### src/tmc_cfg.svh
/*
  Address, field and timing constants of the timer control block.
  Assumes one oscillator clock and a byte-wide special function bus.
*/
`ifndef TMC_CFG_SVH
`define TMC_CFG_SVH

// Special function register addresses
`define TMC_ADDR_TIMER_CONTROL  8'h88
`define TMC_ADDR_THIRD_CONTROL  8'hc8
`define TMC_ADDR_COUNT_LOW      8'hcc
`define TMC_ADDR_COUNT_HIGH     8'hcd
`define TMC_ADDR_CAPRLD_LOW     8'hca
`define TMC_ADDR_CAPRLD_HIGH    8'hcb

// Reset values
`define TMC_RST_TIMER_CONTROL   8'h00
`define TMC_RST_THIRD_CONTROL   8'h00
`define TMC_RST_COUNT           16'h0000

// Timer control field positions
`define TMC_TC_OVF_ONE          7
`define TMC_TC_RUN_ONE          6
`define TMC_TC_OVF_ZERO         5
`define TMC_TC_RUN_ZERO         4
`define TMC_TC_IRQ_FLAG_ONE     3
`define TMC_TC_IRQ_TYPE_ONE     2
`define TMC_TC_IRQ_FLAG_ZERO    1
`define TMC_TC_IRQ_TYPE_ZERO    0

// Third timer control field positions
`define TMC_T2_OVF              7
`define TMC_T2_EXT              6
`define TMC_T2_RX_CLK           5
`define TMC_T2_TX_CLK           4
`define TMC_T2_EXT_EN           3
`define TMC_T2_RUN              2
`define TMC_T2_SRC              1
`define TMC_T2_CAP_RLD          0

// Timing: oscillator periods per machine cycle and per baud count
`define TMC_OSC_PER_MACHINE     12
`define TMC_OSC_PER_BAUD_TICK   2
`define TMC_PRESCALE_MAX        4'd11

// Sampled pin indices
`define TMC_PIN_EVENT           0
`define TMC_PIN_TRIGGER         1
`define TMC_PIN_IRQ_ZERO        2
`define TMC_PIN_IRQ_ONE         3
`define TMC_NUM_PINS            4

`endif

### src/tmc_pkg.sv
/*
  Types shared by the timer control block.
  Assumes tmc_cfg.svh supplies the numeric constants.
*/
package tmc_pkg;

  typedef enum logic [1:0] {
    TMC_MODE_OFF     = 2'b00,
    TMC_MODE_RELOAD  = 2'b01,
    TMC_MODE_CAPTURE = 2'b10,
    TMC_MODE_BAUD    = 2'b11
  } tmc_mode_type;

endpackage

### src/tmc_smp_if.sv
/*
  Carrier between the pin sampler and the timer control logic.
  Assumes both ends run on the same oscillator clock.
*/
`timescale 1ns/1ps
`default_nettype none
`include "tmc_cfg.svh"

interface tmc_smp_if;
  logic                       tick_mc;
  logic                       tick_half;
  logic [`TMC_NUM_PINS-1:0]   level;
  logic [`TMC_NUM_PINS-1:0]   fall;

  modport sampler (
    output tick_mc,
    output tick_half,
    output level,
    output fall
  );

  modport user (
    input  tick_mc,
    input  tick_half,
    input  level,
    input  fall
  );
endinterface

`default_nettype wire

### src/tmc_timer_ctrl.sv
/*
  Timer control register, external interrupt flags and the third
  16-bit timer with capture, auto-reload and baud generator modes.
  Assumes a byte-wide special function bus from the core, with
  interrupt service acknowledges and basic timer overflow pulses
  supplied by neighbouring logic on the same clock.
*/
`timescale 1ns/1ps
`default_nettype none
`include "tmc_cfg.svh"

module tmc_timer_ctrl
  import tmc_pkg::*;
(
  // Clock and reset
  input  wire logic       I_CLK,
  input  wire logic       I_RSTN,
  // Special function register access
  input  wire logic [7:0] I_SFR_ADDR,
  input  wire logic       I_SFR_WR,
  input  wire logic [7:0] I_SFR_WDATA,
  output logic      [7:0] O_SFR_RDATA,
  // Interrupt service acknowledges
  input  wire logic       I_ACK_OVF_ONE,
  input  wire logic       I_ACK_OVF_ZERO,
  input  wire logic       I_ACK_IRQ_ONE,
  input  wire logic       I_ACK_IRQ_ZERO,
  // Basic timer links
  input  wire logic       I_T0_OVF,
  input  wire logic       I_T1_OVF,
  input  wire logic       I_GATE_ZERO,
  input  wire logic       I_GATE_ONE,
  output logic            O_T0_COUNT_EN,
  output logic            O_T1_COUNT_EN,
  // External pins
  input  wire logic       I_EVENT_PIN,
  input  wire logic       I_TRIGGER_PIN,
  input  wire logic       I_IRQ_PIN_ZERO,
  input  wire logic       I_IRQ_PIN_ONE,
  // Interrupt requests
  output logic            O_OVF_FLAG_ZERO,
  output logic            O_OVF_FLAG_ONE,
  output logic            O_IRQ_FLAG_ZERO,
  output logic            O_IRQ_FLAG_ONE,
  output logic            O_THIRD_IRQ,
  // Serial port baud pulses
  output logic            O_RX_BAUD_PULSE,
  output logic            O_TX_BAUD_PULSE
);

  tmc_smp_if smp ();

  tmc_pin_sampler #(
    .NUM_PINS (`TMC_NUM_PINS)
  ) u_sampler (
    .i_clk  (I_CLK),
    .i_rstn (I_RSTN),
    .i_pins ({I_IRQ_PIN_ONE, I_IRQ_PIN_ZERO, I_TRIGGER_PIN, I_EVENT_PIN}),
    .smp    (smp)
  );

  // Timer control register fields
  logic        ovf_flag_one_reg;
  logic        run_bit_one_reg;
  logic        ovf_flag_zero_reg;
  logic        run_bit_zero_reg;
  logic        ext_irq_flag_one_reg;
  logic        ext_irq_type_one_reg;
  logic        ext_irq_flag_zero_reg;
  logic        ext_irq_type_zero_reg;

  // Third timer control fields
  logic        third_overflow_flag_reg;
  logic        third_external_flag_reg;
  logic        receive_clock_select_reg;
  logic        transmit_clock_select_reg;
  logic        external_trigger_enable_reg;
  logic        third_run_bit_reg;
  logic        count_source_select_reg;
  logic        capture_reload_select_reg;

  // Third timer data
  logic [15:0] count_reg;
  logic [15:0] count_next;
  logic [15:0] capture_reload_reg;
  logic [7:0]  rdata_reg;

  // Decoded strobes and events
  logic         wr_timer_control;
  logic         wr_third_timer_control;
  logic         wr_low;
  logic         wr_high;
  logic         wr_cap_low;
  logic         wr_cap_high;
  tmc_mode_type mode;
  logic         count_tick;
  logic         overflow;
  logic         trigger_event;
  logic         third_baud_pulse;
  logic         irq_set_zero;
  logic         irq_set_one;

  function automatic logic addr_hit(input logic [7:0] addr,
                                    input logic [7:0] target);
    addr_hit = I_SFR_WR && (addr == target);
  endfunction

  // Baud generation outranks the capture/reload choice
  function automatic tmc_mode_type decode_mode(input logic run,
                                               input logic rclk,
                                               input logic transmit_clock_select,
                                               input logic cap);
    if (!run) begin
      decode_mode = TMC_MODE_OFF;
    end else if (rclk || transmit_clock_select) begin
      decode_mode = TMC_MODE_BAUD;
    end else if (cap) begin
      decode_mode = TMC_MODE_CAPTURE;
    end else begin
      decode_mode = TMC_MODE_RELOAD;
    end
  endfunction

  // Level or falling edge detection of one external interrupt pin
  function automatic logic irq_detect(input logic edge_type,
                                      input logic pin_level,
                                      input logic pin_fall);
    irq_detect = edge_type ? pin_fall : ~pin_level;
  endfunction

  assign wr_timer_control     = addr_hit(I_SFR_ADDR, `TMC_ADDR_TIMER_CONTROL);
  assign wr_third_timer_control    = addr_hit(I_SFR_ADDR, `TMC_ADDR_THIRD_CONTROL);
  assign wr_low      = addr_hit(I_SFR_ADDR, `TMC_ADDR_COUNT_LOW);
  assign wr_high     = addr_hit(I_SFR_ADDR, `TMC_ADDR_COUNT_HIGH);
  assign wr_cap_low  = addr_hit(I_SFR_ADDR, `TMC_ADDR_CAPRLD_LOW);
  assign wr_cap_high = addr_hit(I_SFR_ADDR, `TMC_ADDR_CAPRLD_HIGH);

  assign mode = decode_mode(third_run_bit_reg, receive_clock_select_reg,
                            transmit_clock_select_reg,
                            capture_reload_select_reg);

  // Basic timer enables honour run bit and gate
  assign O_T0_COUNT_EN = run_bit_zero_reg &&
                         (!I_GATE_ZERO ||
                          smp.level[`TMC_PIN_IRQ_ZERO]);
  assign O_T1_COUNT_EN = run_bit_one_reg &&
                         (!I_GATE_ONE ||
                          smp.level[`TMC_PIN_IRQ_ONE]);

  assign irq_set_zero = irq_detect(ext_irq_type_zero_reg,
                                   smp.level[`TMC_PIN_IRQ_ZERO],
                                   smp.fall[`TMC_PIN_IRQ_ZERO]);
  assign irq_set_one  = irq_detect(ext_irq_type_one_reg,
                                   smp.level[`TMC_PIN_IRQ_ONE],
                                   smp.fall[`TMC_PIN_IRQ_ONE]);

  // Timer control register; hardware set wins over any clear
  always_ff @(posedge I_CLK) begin
    if (!I_RSTN) begin
      ovf_flag_one_reg      <= 1'b0;
      ovf_flag_zero_reg     <= 1'b0;
      ext_irq_flag_one_reg  <= 1'b0;
      ext_irq_flag_zero_reg <= 1'b0;
    end else begin
      ovf_flag_one_reg <= I_T1_OVF ||
        (wr_timer_control ? I_SFR_WDATA[`TMC_TC_OVF_ONE]
                 : ovf_flag_one_reg && !I_ACK_OVF_ONE);
      ovf_flag_zero_reg <= I_T0_OVF ||
        (wr_timer_control ? I_SFR_WDATA[`TMC_TC_OVF_ZERO]
                 : ovf_flag_zero_reg && !I_ACK_OVF_ZERO);
      ext_irq_flag_one_reg <= irq_set_one ||
        (wr_timer_control ? I_SFR_WDATA[`TMC_TC_IRQ_FLAG_ONE]
                 : ext_irq_flag_one_reg && !I_ACK_IRQ_ONE);
      ext_irq_flag_zero_reg <= irq_set_zero ||
        (wr_timer_control ? I_SFR_WDATA[`TMC_TC_IRQ_FLAG_ZERO]
                 : ext_irq_flag_zero_reg && !I_ACK_IRQ_ZERO);
    end
  end

  always_ff @(posedge I_CLK) begin
    if (!I_RSTN) begin
      run_bit_one_reg       <= 1'b0;
      run_bit_zero_reg      <= 1'b0;
      ext_irq_type_one_reg  <= 1'b0;
      ext_irq_type_zero_reg <= 1'b0;
    end else if (wr_timer_control) begin
      run_bit_one_reg       <= I_SFR_WDATA[`TMC_TC_RUN_ONE];
      run_bit_zero_reg      <= I_SFR_WDATA[`TMC_TC_RUN_ZERO];
      ext_irq_type_one_reg  <= I_SFR_WDATA[`TMC_TC_IRQ_TYPE_ONE];
      ext_irq_type_zero_reg <= I_SFR_WDATA[`TMC_TC_IRQ_TYPE_ZERO];
    end
  end

  // Third timer control bits written by software
  always_ff @(posedge I_CLK) begin
    if (!I_RSTN) begin
      receive_clock_select_reg    <= 1'b0;
      transmit_clock_select_reg   <= 1'b0;
      external_trigger_enable_reg <= 1'b0;
      third_run_bit_reg           <= 1'b0;
      count_source_select_reg     <= 1'b0;
      capture_reload_select_reg   <= 1'b0;
    end else if (wr_third_timer_control) begin
      receive_clock_select_reg    <= I_SFR_WDATA[`TMC_T2_RX_CLK];
      transmit_clock_select_reg   <= I_SFR_WDATA[`TMC_T2_TX_CLK];
      external_trigger_enable_reg <= I_SFR_WDATA[`TMC_T2_EXT_EN];
      third_run_bit_reg           <= I_SFR_WDATA[`TMC_T2_RUN];
      count_source_select_reg     <= I_SFR_WDATA[`TMC_T2_SRC];
      capture_reload_select_reg   <= I_SFR_WDATA[`TMC_T2_CAP_RLD];
    end
  end

  // Count source: event pin, or oscillator/12, or oscillator/2 when baud
  always_comb begin
    if (count_source_select_reg) begin
      count_tick = smp.fall[`TMC_PIN_EVENT];
    end else if (mode == TMC_MODE_BAUD) begin
      count_tick = smp.tick_half;
    end else begin
      count_tick = smp.tick_mc;
    end
  end

  assign overflow = (mode != TMC_MODE_OFF) && count_tick &&
                    (count_reg == 16'hffff);
  assign trigger_event = (mode != TMC_MODE_OFF) &&
                         external_trigger_enable_reg &&
                         smp.fall[`TMC_PIN_TRIGGER];
  assign third_baud_pulse = overflow && (mode == TMC_MODE_BAUD);

  // Software write wins over counting in the same cycle
  always_comb begin
    count_next = count_reg;
    case (mode)
      TMC_MODE_OFF: begin
        count_next = count_reg;
      end
      TMC_MODE_CAPTURE: begin
        if (count_tick) begin
          count_next = count_reg + 16'h0001;
        end
      end
      TMC_MODE_RELOAD: begin
        if (trigger_event || overflow) begin
          count_next = capture_reload_reg;
        end else if (count_tick) begin
          count_next = count_reg + 16'h0001;
        end
      end
      TMC_MODE_BAUD: begin
        if (overflow) begin
          count_next = capture_reload_reg;
        end else if (count_tick) begin
          count_next = count_reg + 16'h0001;
        end
      end
      default: begin
        count_next = count_reg;
      end
    endcase
    if (wr_low) begin
      count_next[7:0] = I_SFR_WDATA;
    end
    if (wr_high) begin
      count_next[15:8] = I_SFR_WDATA;
    end
  end

  always_ff @(posedge I_CLK) begin
    if (!I_RSTN) begin
      count_reg <= `TMC_RST_COUNT;
    end else begin
      count_reg <= count_next;
    end
  end

  // Capture pair: software preset or capture of the running count
  always_ff @(posedge I_CLK) begin
    if (!I_RSTN) begin
      capture_reload_reg <= `TMC_RST_COUNT;
    end else if (trigger_event && (mode == TMC_MODE_CAPTURE)) begin
      capture_reload_reg <= count_reg;
    end else begin
      if (wr_cap_low) begin
        capture_reload_reg[7:0] <= I_SFR_WDATA;
      end
      if (wr_cap_high) begin
        capture_reload_reg[15:8] <= I_SFR_WDATA;
      end
    end
  end

  // Third timer flags; software clears them, hardware set wins
  always_ff @(posedge I_CLK) begin
    if (!I_RSTN) begin
      third_overflow_flag_reg <= 1'b0;
      third_external_flag_reg <= 1'b0;
    end else begin
      third_overflow_flag_reg <=
        (overflow && (mode != TMC_MODE_BAUD)) ||
        (wr_third_timer_control ? I_SFR_WDATA[`TMC_T2_OVF]
                  : third_overflow_flag_reg);
      third_external_flag_reg <= trigger_event ||
        (wr_third_timer_control ? I_SFR_WDATA[`TMC_T2_EXT]
                  : third_external_flag_reg);
    end
  end

  // Registered read data, one cycle after the address
  always_ff @(posedge I_CLK) begin
    if (!I_RSTN) begin
      rdata_reg <= 8'h00;
    end else begin
      case (I_SFR_ADDR)
        `TMC_ADDR_TIMER_CONTROL: begin
          rdata_reg <= {ovf_flag_one_reg, run_bit_one_reg,
                        ovf_flag_zero_reg, run_bit_zero_reg,
                        ext_irq_flag_one_reg, ext_irq_type_one_reg,
                        ext_irq_flag_zero_reg, ext_irq_type_zero_reg};
        end
        `TMC_ADDR_THIRD_CONTROL: begin
          rdata_reg <= {third_overflow_flag_reg, third_external_flag_reg,
                        receive_clock_select_reg,
                        transmit_clock_select_reg,
                        external_trigger_enable_reg, third_run_bit_reg,
                        count_source_select_reg,
                        capture_reload_select_reg};
        end
        `TMC_ADDR_COUNT_LOW: begin
          rdata_reg <= count_reg[7:0];
        end
        `TMC_ADDR_COUNT_HIGH: begin
          rdata_reg <= count_reg[15:8];
        end
        `TMC_ADDR_CAPRLD_LOW: begin
          rdata_reg <= capture_reload_reg[7:0];
        end
        `TMC_ADDR_CAPRLD_HIGH: begin
          rdata_reg <= capture_reload_reg[15:8];
        end
        default: begin
          rdata_reg <= 8'h00;
        end
      endcase
    end
  end

  assign O_SFR_RDATA     = rdata_reg;
  assign O_OVF_FLAG_ZERO = ovf_flag_zero_reg;
  assign O_OVF_FLAG_ONE  = ovf_flag_one_reg;
  assign O_IRQ_FLAG_ZERO = ext_irq_flag_zero_reg;
  assign O_IRQ_FLAG_ONE  = ext_irq_flag_one_reg;
  assign O_THIRD_IRQ     = third_overflow_flag_reg ||
                           third_external_flag_reg;

  // Serial port divides these pulses by 16 itself
  assign O_RX_BAUD_PULSE = receive_clock_select_reg ? third_baud_pulse
                                                    : I_T1_OVF;
  assign O_TX_BAUD_PULSE = transmit_clock_select_reg ? third_baud_pulse
                                                     : I_T1_OVF;

endmodule

`default_nettype wire

### src/tmc_pin_sampler.sv
/*
  Machine cycle timing and per-machine-cycle sampling of external pins.
  Assumes pins are asynchronous to the oscillator clock.
*/
`timescale 1ns/1ps
`default_nettype none
`include "tmc_cfg.svh"

module tmc_pin_sampler #(
  parameter int NUM_PINS = `TMC_NUM_PINS
) (
  // Clock and reset
  input  wire logic                i_clk,
  input  wire logic                i_rstn,
  // Raw pins
  input  wire logic [NUM_PINS-1:0] i_pins,
  // Sampled view
  tmc_smp_if.sampler               smp
);

  logic [3:0]          prescale_reg;
  logic                half_reg;
  logic [NUM_PINS-1:0] sync1_reg;
  logic [NUM_PINS-1:0] sync2_reg;
  logic [NUM_PINS-1:0] sample_reg;
  logic [NUM_PINS-1:0] fall_reg;
  logic                tick_mc;

  assign tick_mc = (prescale_reg == `TMC_PRESCALE_MAX);

  always_ff @(posedge i_clk) begin
    if (!i_rstn) begin
      prescale_reg <= 4'h0;
    end else if (tick_mc) begin
      prescale_reg <= 4'h0;
    end else begin
      prescale_reg <= prescale_reg + 4'h1;
    end
  end

  // Baud timing counts every second oscillator period
  always_ff @(posedge i_clk) begin
    if (!i_rstn) begin
      half_reg <= 1'b0;
    end else begin
      half_reg <= ~half_reg;
    end
  end

  always_ff @(posedge i_clk) begin
    if (!i_rstn) begin
      sync1_reg <= '0;
      sync2_reg <= '0;
    end else begin
      sync1_reg <= i_pins;
      sync2_reg <= sync1_reg;
    end
  end

  // Pins are sampled once per machine cycle; a shorter level can be missed
  genvar g;
  generate
    for (g = 0; g < NUM_PINS; g = g + 1) begin : g_pin
      always_ff @(posedge i_clk) begin
        if (!i_rstn) begin
          sample_reg[g] <= 1'b1;
          fall_reg[g]   <= 1'b0;
        end else if (tick_mc) begin
          sample_reg[g] <= sync2_reg[g];
          fall_reg[g]   <= sample_reg[g] & ~sync2_reg[g];
        end else begin
          fall_reg[g]   <= 1'b0;
        end
      end
    end
  endgenerate

  assign smp.tick_mc   = tick_mc;
  assign smp.tick_half = half_reg;
  assign smp.level     = sample_reg;
  assign smp.fall      = fall_reg;

endmodule

`default_nettype wire

### config.mk
export PLATFORM = sky130hd
export DESIGN_NAME = tmc_timer_ctrl
export DESIGN_NICKNAME = d
export VERILOG_FILES = /design/src/tmc_pkg.sv /design/src/tmc_smp_if.sv /design/src/tmc_timer_ctrl.sv /design/src/tmc_pin_sampler.sv
export VERILOG_INCLUDE_DIRS = /design/src /design/src/src
export SDC_FILE = /design/constraint.sdc
export NUM_CORES = 1
export LEC_CHECK = 0
export CORE_ASPECT_RATIO = 1.25
export CORE_MARGIN = 5
export CORE_UTILIZATION = 50
export DETAILED_ROUTE_END_ITERATION = 6
export DONT_BUFFER_PORTS = 1
export PLACE_DENSITY = 0.68
export RECOVER_POWER = 25
export SETUP_SLACK_MARGIN = 0.15
export SLEW_MARGIN = 20
export SYNTH_ARGS = -nofsm -noshare
export SYNTH_HDL_FRONTEND = slang
export SYNTH_SLANG_ARGS = --single-unit
### constraint.sdc
create_clock -name I_CLK -period 2.1 [get_ports I_CLK]
set_input_delay 0.42 -clock I_CLK [delete_from_list [all_inputs] [get_ports I_CLK]]
set_output_delay 0.42 -clock I_CLK [all_outputs]
set_load 0.005 [all_outputs]
; Yosys cells after proc, flatten, opt, wreduce, memory -nomap -nowiden
; Index checks and enable logic that the tools add are counted.
[word_totals]
elab_cells = 128
register_bits = 77
input_bits = 31
out_inout_bits = 17
[classes]
bitwise_logic = 12
addsub = 2
eq_ne = 14
mux = 25
reduce_logical = 42
[ops]
columns = op, count
row1 = 16-bit two-way mux, 4
row2 = 8-bit equality test (second input constant), 6
row3 = 16-bit case mux with 3 select lines, 1
row4 = 8-bit case mux with 6 select lines, 1
row5 = 8-bit two-way mux, 4
row6 = 1-bit logical AND, 19
row7 = 16-bit by 1-bit adder with 16-bit output (second input constant), 1
row8 = 16-bit equality test (second input constant), 1
row9 = 1-bit two-way mux, 12
row10 = 1-bit logical OR, 11
row11 = 1-bit NOT, 8
row12 = 1-bit logical NOT, 6
row13 = 2-bit two-way mux, 3
row14 = 2-bit != test (second input constant), 3
row15 = 2-bit nonzero test, 3
row16 = 4-bit by 1-bit adder with 4-bit output (second input constant), 1
row17 = 1-bit bitwise AND, 4
row18 = 2-bit equality test (second input constant), 2
row19 = 4-bit equality test (second input constant), 1
row20 = 2-bit by 1-bit equality test with 1-bit output (second input constant), 1
row21 = 2-bit logical NOT, 1
row22 = 2-bit AND reduction, 1
row23 = 2-bit OR reduction, 1

; Logic depth before layout (Yosys ltp)
; Gate-level depths: netlist of run 1.
[depth]
ltp_word = 12
mapped_depth = 9
depth_no_buf = 6

; Modules after synthesis
; A second synthesis of run 1 with hierarchy kept.
[hier_totals]
cells_unflattened = 446
area_unflattened_um2 = 4030.1
[modules_own_cells]
columns = module, cells_each, seq_area_each_um2, area_per_inst_um2, n_inst
row1 = tmc_timer_ctrl, 388, 1121.1, 3330.7, 1
row2 = tmc_pin_sampler, 58, 420.4, 699.4, 1

; Worst setup path before layout of run 1
; OpenSTA, ideal clock, no wires.
[synth_path]
path_type = flip-flop to output port
startpoint = register u_sampler.prescale_reg[0]
endpoint = output port O_RX_BAUD_PULSE
stages_incl_launch_ff = 9
n_path_buf = 3
arrival_time_ns = 1.735
path_slack_ns = -0.055
t_required_ns = 1.680
cell_sequence = dfxtp_1 ha_1 and3b_1 buf_4 a211oi_2 buf_6 buf_6 nor4_1 mux2_2
[synth_via]
elab_chain_len = 7
[synth_lines]
columns = element, line_no
row1 = start: declaration, tmc_pin_sampler.sv:21  ; logic [3:0] prescale_reg;
row2 = start signal: assignment, tmc_pin_sampler.sv:37  ; prescale_reg <= prescale_reg + 4'h1;
row3 = 4-bit equality test (no line), -
row4 = 1-bit two-way mux, tmc_timer_ctrl.sv:217  ; end else if (mode == TMC_MODE_BAUD) begin
row5 = 1-bit two-way mux, tmc_timer_ctrl.sv:215  ; if (count_source_select_reg) begin
row6 = 1-bit logical AND (2 in series), tmc_timer_ctrl.sv:224  ; assign overflow = (mode != TMC_MODE_OFF) && count_tick &&
row7 = 1-bit logical AND, tmc_timer_ctrl.sv:229  ; assign third_baud_pulse = overflow && (mode == TMC_MODE_BAUD);
row8 = 1-bit two-way mux, tmc_timer_ctrl.sv:357  ; assign O_RX_BAUD_PULSE = receive_clock_select_reg ? third_baud_pulse
row9 = end: declaration, tmc_timer_ctrl.sv:47  ; output logic O_RX_BAUD_PULSE,
; No other way between the ends.

; Worst setup path after layout of run 1
[layout_path]
startpoint = register u_sampler.prescale_reg[1]
endpoint = output port O_TX_BAUD_PULSE
[layout_via]
elab_chain_len = 7
[layout_lines]
columns = element, line_no
row1 = 4-bit equality test (no line), -
row2 = 1-bit two-way mux, tmc_timer_ctrl.sv:217
row3 = 1-bit two-way mux, tmc_timer_ctrl.sv:215
row4 = 1-bit logical AND (2 in series), tmc_timer_ctrl.sv:224
row5 = 1-bit logical AND, tmc_timer_ctrl.sv:229
row6 = 1-bit two-way mux, tmc_timer_ctrl.sv:359  ; assign O_TX_BAUD_PULSE = transmit_clock_select_reg ? third_baud_pulse
row7 = end: declaration, tmc_timer_ctrl.sv:48  ; output logic O_TX_BAUD_PULSE
; No other way between the ends.

==> flow_summary_export.csv, run 1 <==
group,metric,value,unit
yosys,ys_ff_latch,77,
placement,post-place-ws,0.0885,ns
setup_path,r2r_start,"u_sampler.prescale_reg[1]",
setup_path,cp_num_buf_inv,1,
yosys,synth_area_per_cell,8.62,um2
sta,slew_headroom,70.3,%
cts,numCtsBuffers,9,
setup_path,crit_path_cell_trace,"ha_4 > and3b_2 > a211oi_4 > buf_6 > nor4_4 > mux2_4",
cells_and_area,drive_above_1_share,17.0,%
setup_path,path_delay_family,"flip-flops",
drt,viasPerCell,6.27,
cts,clockBufferDepth,2,
min_path,min_path_type,"primary input to flop",
cells_and_area,num_antenna_cells,0,
yosys,synth-async-reset-ratio,0,%
cells_and_area,nFillCells,746,
drt,drt_iter0_drc,310,
placement,io_buffers,0,
cts,cts_tree,"built",
floorplanning,ioPinCount,48,
sta,worst_slew_pin_slew,0.443,ns
floorplanning,coreArea,8290,um2
cts,numClockSinks,77,
cells_and_area,ff_latch_area,1550,um2
yosys,synth_area,4260,um2
placement,place_hpwl,8970,um
placement,place.gp.congestion,0.953,
yosys,yosysSeqAreaShare,36.2,%
floorplanning,dieArea,10500,um2
flow_run,drv_cap,0,
min_path,hold_path.startpoint,"I_RSTN",
power_and_ir_drop,power.density,573,nW/um2
sta,layout_setup_ws,-0.101,ns
setup_path,crit_path_start_kind,"flop",
cts,htree_levels,3,
drt,firstDrtPassIters,5,
run_status,status,"complete, but fails checks",
power_and_ir_drop,leakage,0.00209,uW
floorplanning,die_h,113,um
sta,finalCriticalPeriod,2.20,ns
yosys,yosys.area.top_type,"dfxtp_1",
global_routing,grt_overflow,0,
yosys,synth_warnings,0,
sta,finClkSkew,0.0101,ns
cells_and_area,final_nets,546,
yosys,syn_nets,527,
yosys,synth.area.top_cells,"dfxtp_1 36%, mux2i_1 8.9%, nand2_1 6.5%",
setup_path,cp_max_fo,3,
cells_and_area,final_core_util,58.1,%
cts,path_clk_slew,0.09,ns
cts,clock_latency,0.36,ns
global_routing,grt_pass1_wl,20300,um
power_and_ir_drop,ir_drop,0.000542,V
setup_path,rrSetupSlack,-0.05,ns
sta,min_period_over_period,105,%
run_status,violations,"setup timing",
cells_and_area,fin_area,4810,um2
setup_path,endpoint_kind,"primary output",
yosys,synthFlopType,"dfxtp_1",
setup_path,cp_data_required_time,1.68,ns
cts,cts-root-buf,"clkbuf_8",
sta,rsz0062_at_grt,"yes",
setup_path,crit_type,"flop to primary output",
global_routing,grt_use_total,24.5,%
floorplanning,initial_core_util,51.4,%
drt,wirelength,12400,um
sta,report.final.hold_viol_count,0,
setup_path,r2r_end,"count_reg[14]",
global_routing,grt_max_degree,77,
global_routing,grt_pass1_vias,3837,
setup_path,critPathMaxStageDelay,0.34,ns
drt,detail-route-antenna-nets,0,
drt,vias,3858,
setup_path,rr_worst_depth,7,
floorplanning,fp-row-count,37,
global_routing,antenna_found_initial,1,
yosys,yosysUniqueCellTypes,58,
sta,final-setup-viol-count,10,
yosys,synth-edff-count,0,
setup_path,arrival,1.78,ns
cells_and_area,syn_to_final_growth,13.0,%
yosys,synth_top_area_share,36.2,%
min_path,hold_depth,1,
yosys,synthTopCellsByCount,"77 x dfxtp_1, 74 x nand2_1, 38 x mux2i_1",
drt,drc,0,
cells_and_area,multi_input_area,2580,um2
drt,route.detailed.wl_per_inst,20.2,um
setup_path,cpMaxStageDelayCell,"dfxtp_2",
placement,dpl_cell_area,4550,um2
yosys,syn-instance-count,494,
sta,final_max_slew_viol_count,0,
yosys,synth.most_common_cell,"dfxtp_1",
min_path,hold-path-endpoint,"u_sampler.smp.level[1]",
sta,fmax,454,MHz
floorplanning,die_x,92.6,um
## cell families after synthesis
group / after synthesis / share of synthesized area (%)
mux: 47 / 11.3
xor+xnor: 13 / 2.67
compound gates: 97 / 17.8
flops: 77 / 36.2
simple gates: 213 / 26.8
fa+ha+maj: 2 / 0.587
buf+inv: 45 / 4.67
## metrics by stage
step | hold slack [ns] | setup TNS, ns | total power (uW) | std cells
after global routing | 0.134 | -1.76 | 2860 | 615
after floorplan | 0.392 | 0 | 1600 | 494
after global placement | 0.403 | 0 | 1590 | 594
after CTS | 0.140 | -0.463 | 2770 | 614
final | 0.169 | -0.444 | 2760 | 615
after detailed placement | 0.407 | 0 | 1590 | 594
## worst max path at each step
| stage | to | start | depth (start not counted) |
|---|---|---|---|
| 2_1_floorplan | O_OVF_FLAG_ONE | I_SFR_ADDR[0] | 5 |
| 3_3_place_gp | count_reg[9] | count_reg[12] | 5 |
| 3_5_place_dp | count_reg[13] | u_sampler.prescale_reg[1] | 6 |
| 4_1_cts | O_TX_BAUD_PULSE | u_sampler.prescale_reg[0] | 6 |
| 5_1_grt | O_TX_BAUD_PULSE | u_sampler.prescale_reg[1] | 6 |
| 6_report | O_TX_BAUD_PULSE | u_sampler.prescale_reg[1] | 6 |
## cells in the final DEF, fill, tap and decap left out, drive strengths merged, types with 14 or more instances in the layout
cell	instances
dfxtp	77
nand2	74
buf	41
mux2i	38
nor2	35
nand3	22
a21boi	21
o211a	18
inv	16
o211ai	14
## layout make-up
| class | instances | share of cell area [%] |
|---|---|---|
| inverters | 12 | 0.936 |
| flip-flops and latches | 77 | 32.2 |
| clock buffers | 9 | 2.57 |
| well taps | 97 | 2.52 |
| repair buffers | 41 | 6.47 |
| clock inverters | 7 | 1.69 |
| multi-input cells | 372 | 53.7 |
## timing repair
item	4_1_cts	5_1_grt
hold buffers	0	0
resized for setup	6	1
buffers inserted	4	1
setup endpoints to repair	17	18
pin swaps	2	3
## routing by layer
metal	GRT usage [%]	vias to the layer above	routed length (um)
li1	-	1818	-
met2	40.9	139	6010
met1	30.1	1861	5130
met3	6.38	38	842
met5	0	-	13
met4	9.71	2	416
## report_power, final
part / internal [uW] / switching (uW) / leakage, uW
Clock: 571 / 628 / 0.000107
Sequential: 1480 / 12.8 / 0.000626
Combinational: 44.7 / 24.6 / 0.00136
(Power assumes the default switching activity.)
==> inputs of run 2 (changes only) <==
- CORE_UTILIZATION: 50 -> 25
- HOLD_SLACK_MARGIN: not set -> 0.08
- PLACE_DENSITY: 0.68 -> not set
==> run 2 against run 1 <==
Clock skew is 0.0043 ns lower. Largest cell class unchanged. Critical endpoint unchanged. Register-to-register slack better by 0.06 ns. Largest power group is now clock. Sequential power hardly changed. Utilization is 27 points lower. The flow still finishes with violations (setup timing).
==> flow_summary_export.csv, run 2 (synthesis gave the netlist of run 1 again) <==
group,metric,value,unit
run_status,status,"complete, but fails checks",
run_status,violations,"setup timing",
sta,final-setup-viol-count,2,
setup_path,cp_num_buf_inv,1,
placement,place_hpwl,9780,um
drt,firstDrtPassIters,4,
drt,viasPerCell,5.18,
placement,place.gp.congestion,0.948,
global_routing,grt_max_degree,77,
global_routing,grt_overflow,0,
drt,drc,0,
setup_path,path_delay_family,"flip-flops",
cts,numCtsBuffers,9,
cts,clockBufferDepth,2,
drt,wirelength,13800,um
cells_and_area,final_nets,544,
cts,numClockSinks,77,
sta,rsz0062_at_grt,"yes",
sta,final_max_slew_viol_count,0,
floorplanning,dieArea,19800,um2
setup_path,endpoint_kind,"primary output",
cells_and_area,multi_input_area,2780,um2
cells_and_area,ff_latch_area,1550,um2
setup_path,arrival,1.77,ns
setup_path,crit_path_start_kind,"flop",
global_routing,antenna_found_initial,1,
floorplanning,die_x,127,um
cts,clock_latency,0.34,ns
floorplanning,initial_core_util,25.4,%
setup_path,cpMaxStageDelayCell,"dfxtp_4",
power_and_ir_drop,leakage,0.00220,uW
cts,htree_levels,3,
power_and_ir_drop,power.density,587,nW/um2
setup_path,crit_path_cell_trace,"ha_4 > and3b_2 > a211oi_4 > buf_6 > nor4_4 > mux2_4",
global_routing,grt_pass1_vias,3974,
setup_path,cp_max_fo,3,
floorplanning,fp-row-count,53,
drt,route.detailed.wl_per_inst,18.7,um
cells_and_area,final_common_cell,"nand2_1",
sta,worst_slew_pin_slew,0.502,ns
cts,cts_tree,"built",
sta,min_period_over_period,104,%
placement,io_buffers,0,
sta,fmax,457,MHz
floorplanning,coreArea,16800,um2
sta,tns,-0.179,ns
min_path,min_path_type,"primary input to flop",
cts,cts_hold_buffers,0,
floorplanning,die_h,156,um
cells_and_area,final_cell_mix,"74 x nand2_1, 72 x dfxtp_1, 38 x mux2i_1, 34 x nor2_1, 33 x buf_4",
sta,layout_setup_ws,-0.0898,ns
cells_and_area,nFillCells,1709,
cells_and_area,syn_to_final_growth,24.0,%
setup_path,crit_type,"flop to primary output",
sta,slew_headroom,66.6,%
drt,detail-route-antenna-nets,0,
cts,cts-root-buf,"clkbuf_16",
sta,timing.hold.ws,0.173,ns
drt,drt_iter0_drc,264,
cells_and_area,drive_above_1_share,21.7,%
power_and_ir_drop,ir_drop,0.000363,V
power_and_ir_drop,finalPower,3100,uW
global_routing,grt_pass1_wl,21600,um
setup_path,critPathMaxStageDelay,0.35,ns
cells_and_area,num_antenna_cells,0,
setup_path,cp_data_required_time,1.68,ns
drt,vias,3815,
sta,finalCriticalPeriod,2.19,ns
flow_run,drv_cap,0,
global_routing,grt_use_total,13.9,%
placement,post-place-ws,0.0550,ns
floorplanning,ioPinCount,48,
sta,finClkSkew,0.00587,ns
cts,path_clk_slew,0.07,ns
sta,report.final.hold_viol_count,0,
run 2: changes by cell type in the layout (fill, tap and decap cells not counted), moves of 3 or more:
| cell | delta |
|---|---|
| nor4b_1 | -5 |
| o221ai_1 | -6 |
| and2_1 | +3 |
| buf_4 | -7 |
| a211oi_1 | -3 |
| nor4b_2 | +3 |
| nor4_1 | -3 |
| clkbuf_16 | +9 |
| and2_0 | -3 |
| clkbuf_8 | -9 |
| o221ai_2 | +5 |
run 2: through the flow:
step | util, % | area [um2] | std cells
after global routing | 31.5 | 5280 | 736
after floorplan | - | 4320 | 494
after detailed placement | 27.8 | 4670 | 712
final | 31.5 | 5280 | 736
after CTS | 30.3 | 5080 | 731
after global placement | 27.8 | 4670 | 712
run 2: worst reg2reg max path, delay by kind of cell (launching register included):
| kind | cells | cell delay (ns) |
|---|---|---|
| AOI/OAI and AO/OA | 2 | 0.24 |
| adders and majority gates | 1 | 0.13 |
| buffers and inverters | 5 | 0.73 |
| DFF | 1 | 0.35 |
| and+or+nand+nor | 3 | 0.54 |
run 2: power by group:
| part | internal, uW | switching [uW] |
|---|---|---|
| clock | 830 | 706 |
| combinational | 45.3 | 25.5 |
| sequential | 1480 | 13.3 |
run 2: timing repair:
action,CTS,global route
endpoints found under the setup margin,17,18
buffers inserted,3,5
pin swaps,5,18
resized for setup,18,25
cloned,0,0
run 2: layer usage:
metal / GRT usage (%) / part of all wire (%)
met1: 16.1 / 40
met2: 23.6 / 49
met3: 4.01 / 6.3
met4: 6.59 / 4.2
met5: 0 / 0.094
run 2: cell type report:
type / instances / share of cell area, %
well taps: 220 / 5.21
flip-flops and latches: 77 / 29.4
clock inverters: 7 / 1.23
clock buffers: 9 / 4.27
inverters: 12 / 0.853
repair buffers: 39 / 6.37
multi-input cells: 372 / 52.7
run 2: final timing paths:
kind | startpoint | endpoint | slack, ns | cells after the start
max | u_sampler.prescale_reg[0] | O_TX_BAUD_PULSE | -0.09 | 6
min reg2reg | u_sampler.smp.tick_half | u_sampler.smp.tick_half | 0.43 | 1
min | I_RSTN | u_sampler.smp.level[1] | 0.17 | 1
max reg2reg | u_sampler.prescale_reg[1] | count_reg[2] | 0.01 | 11
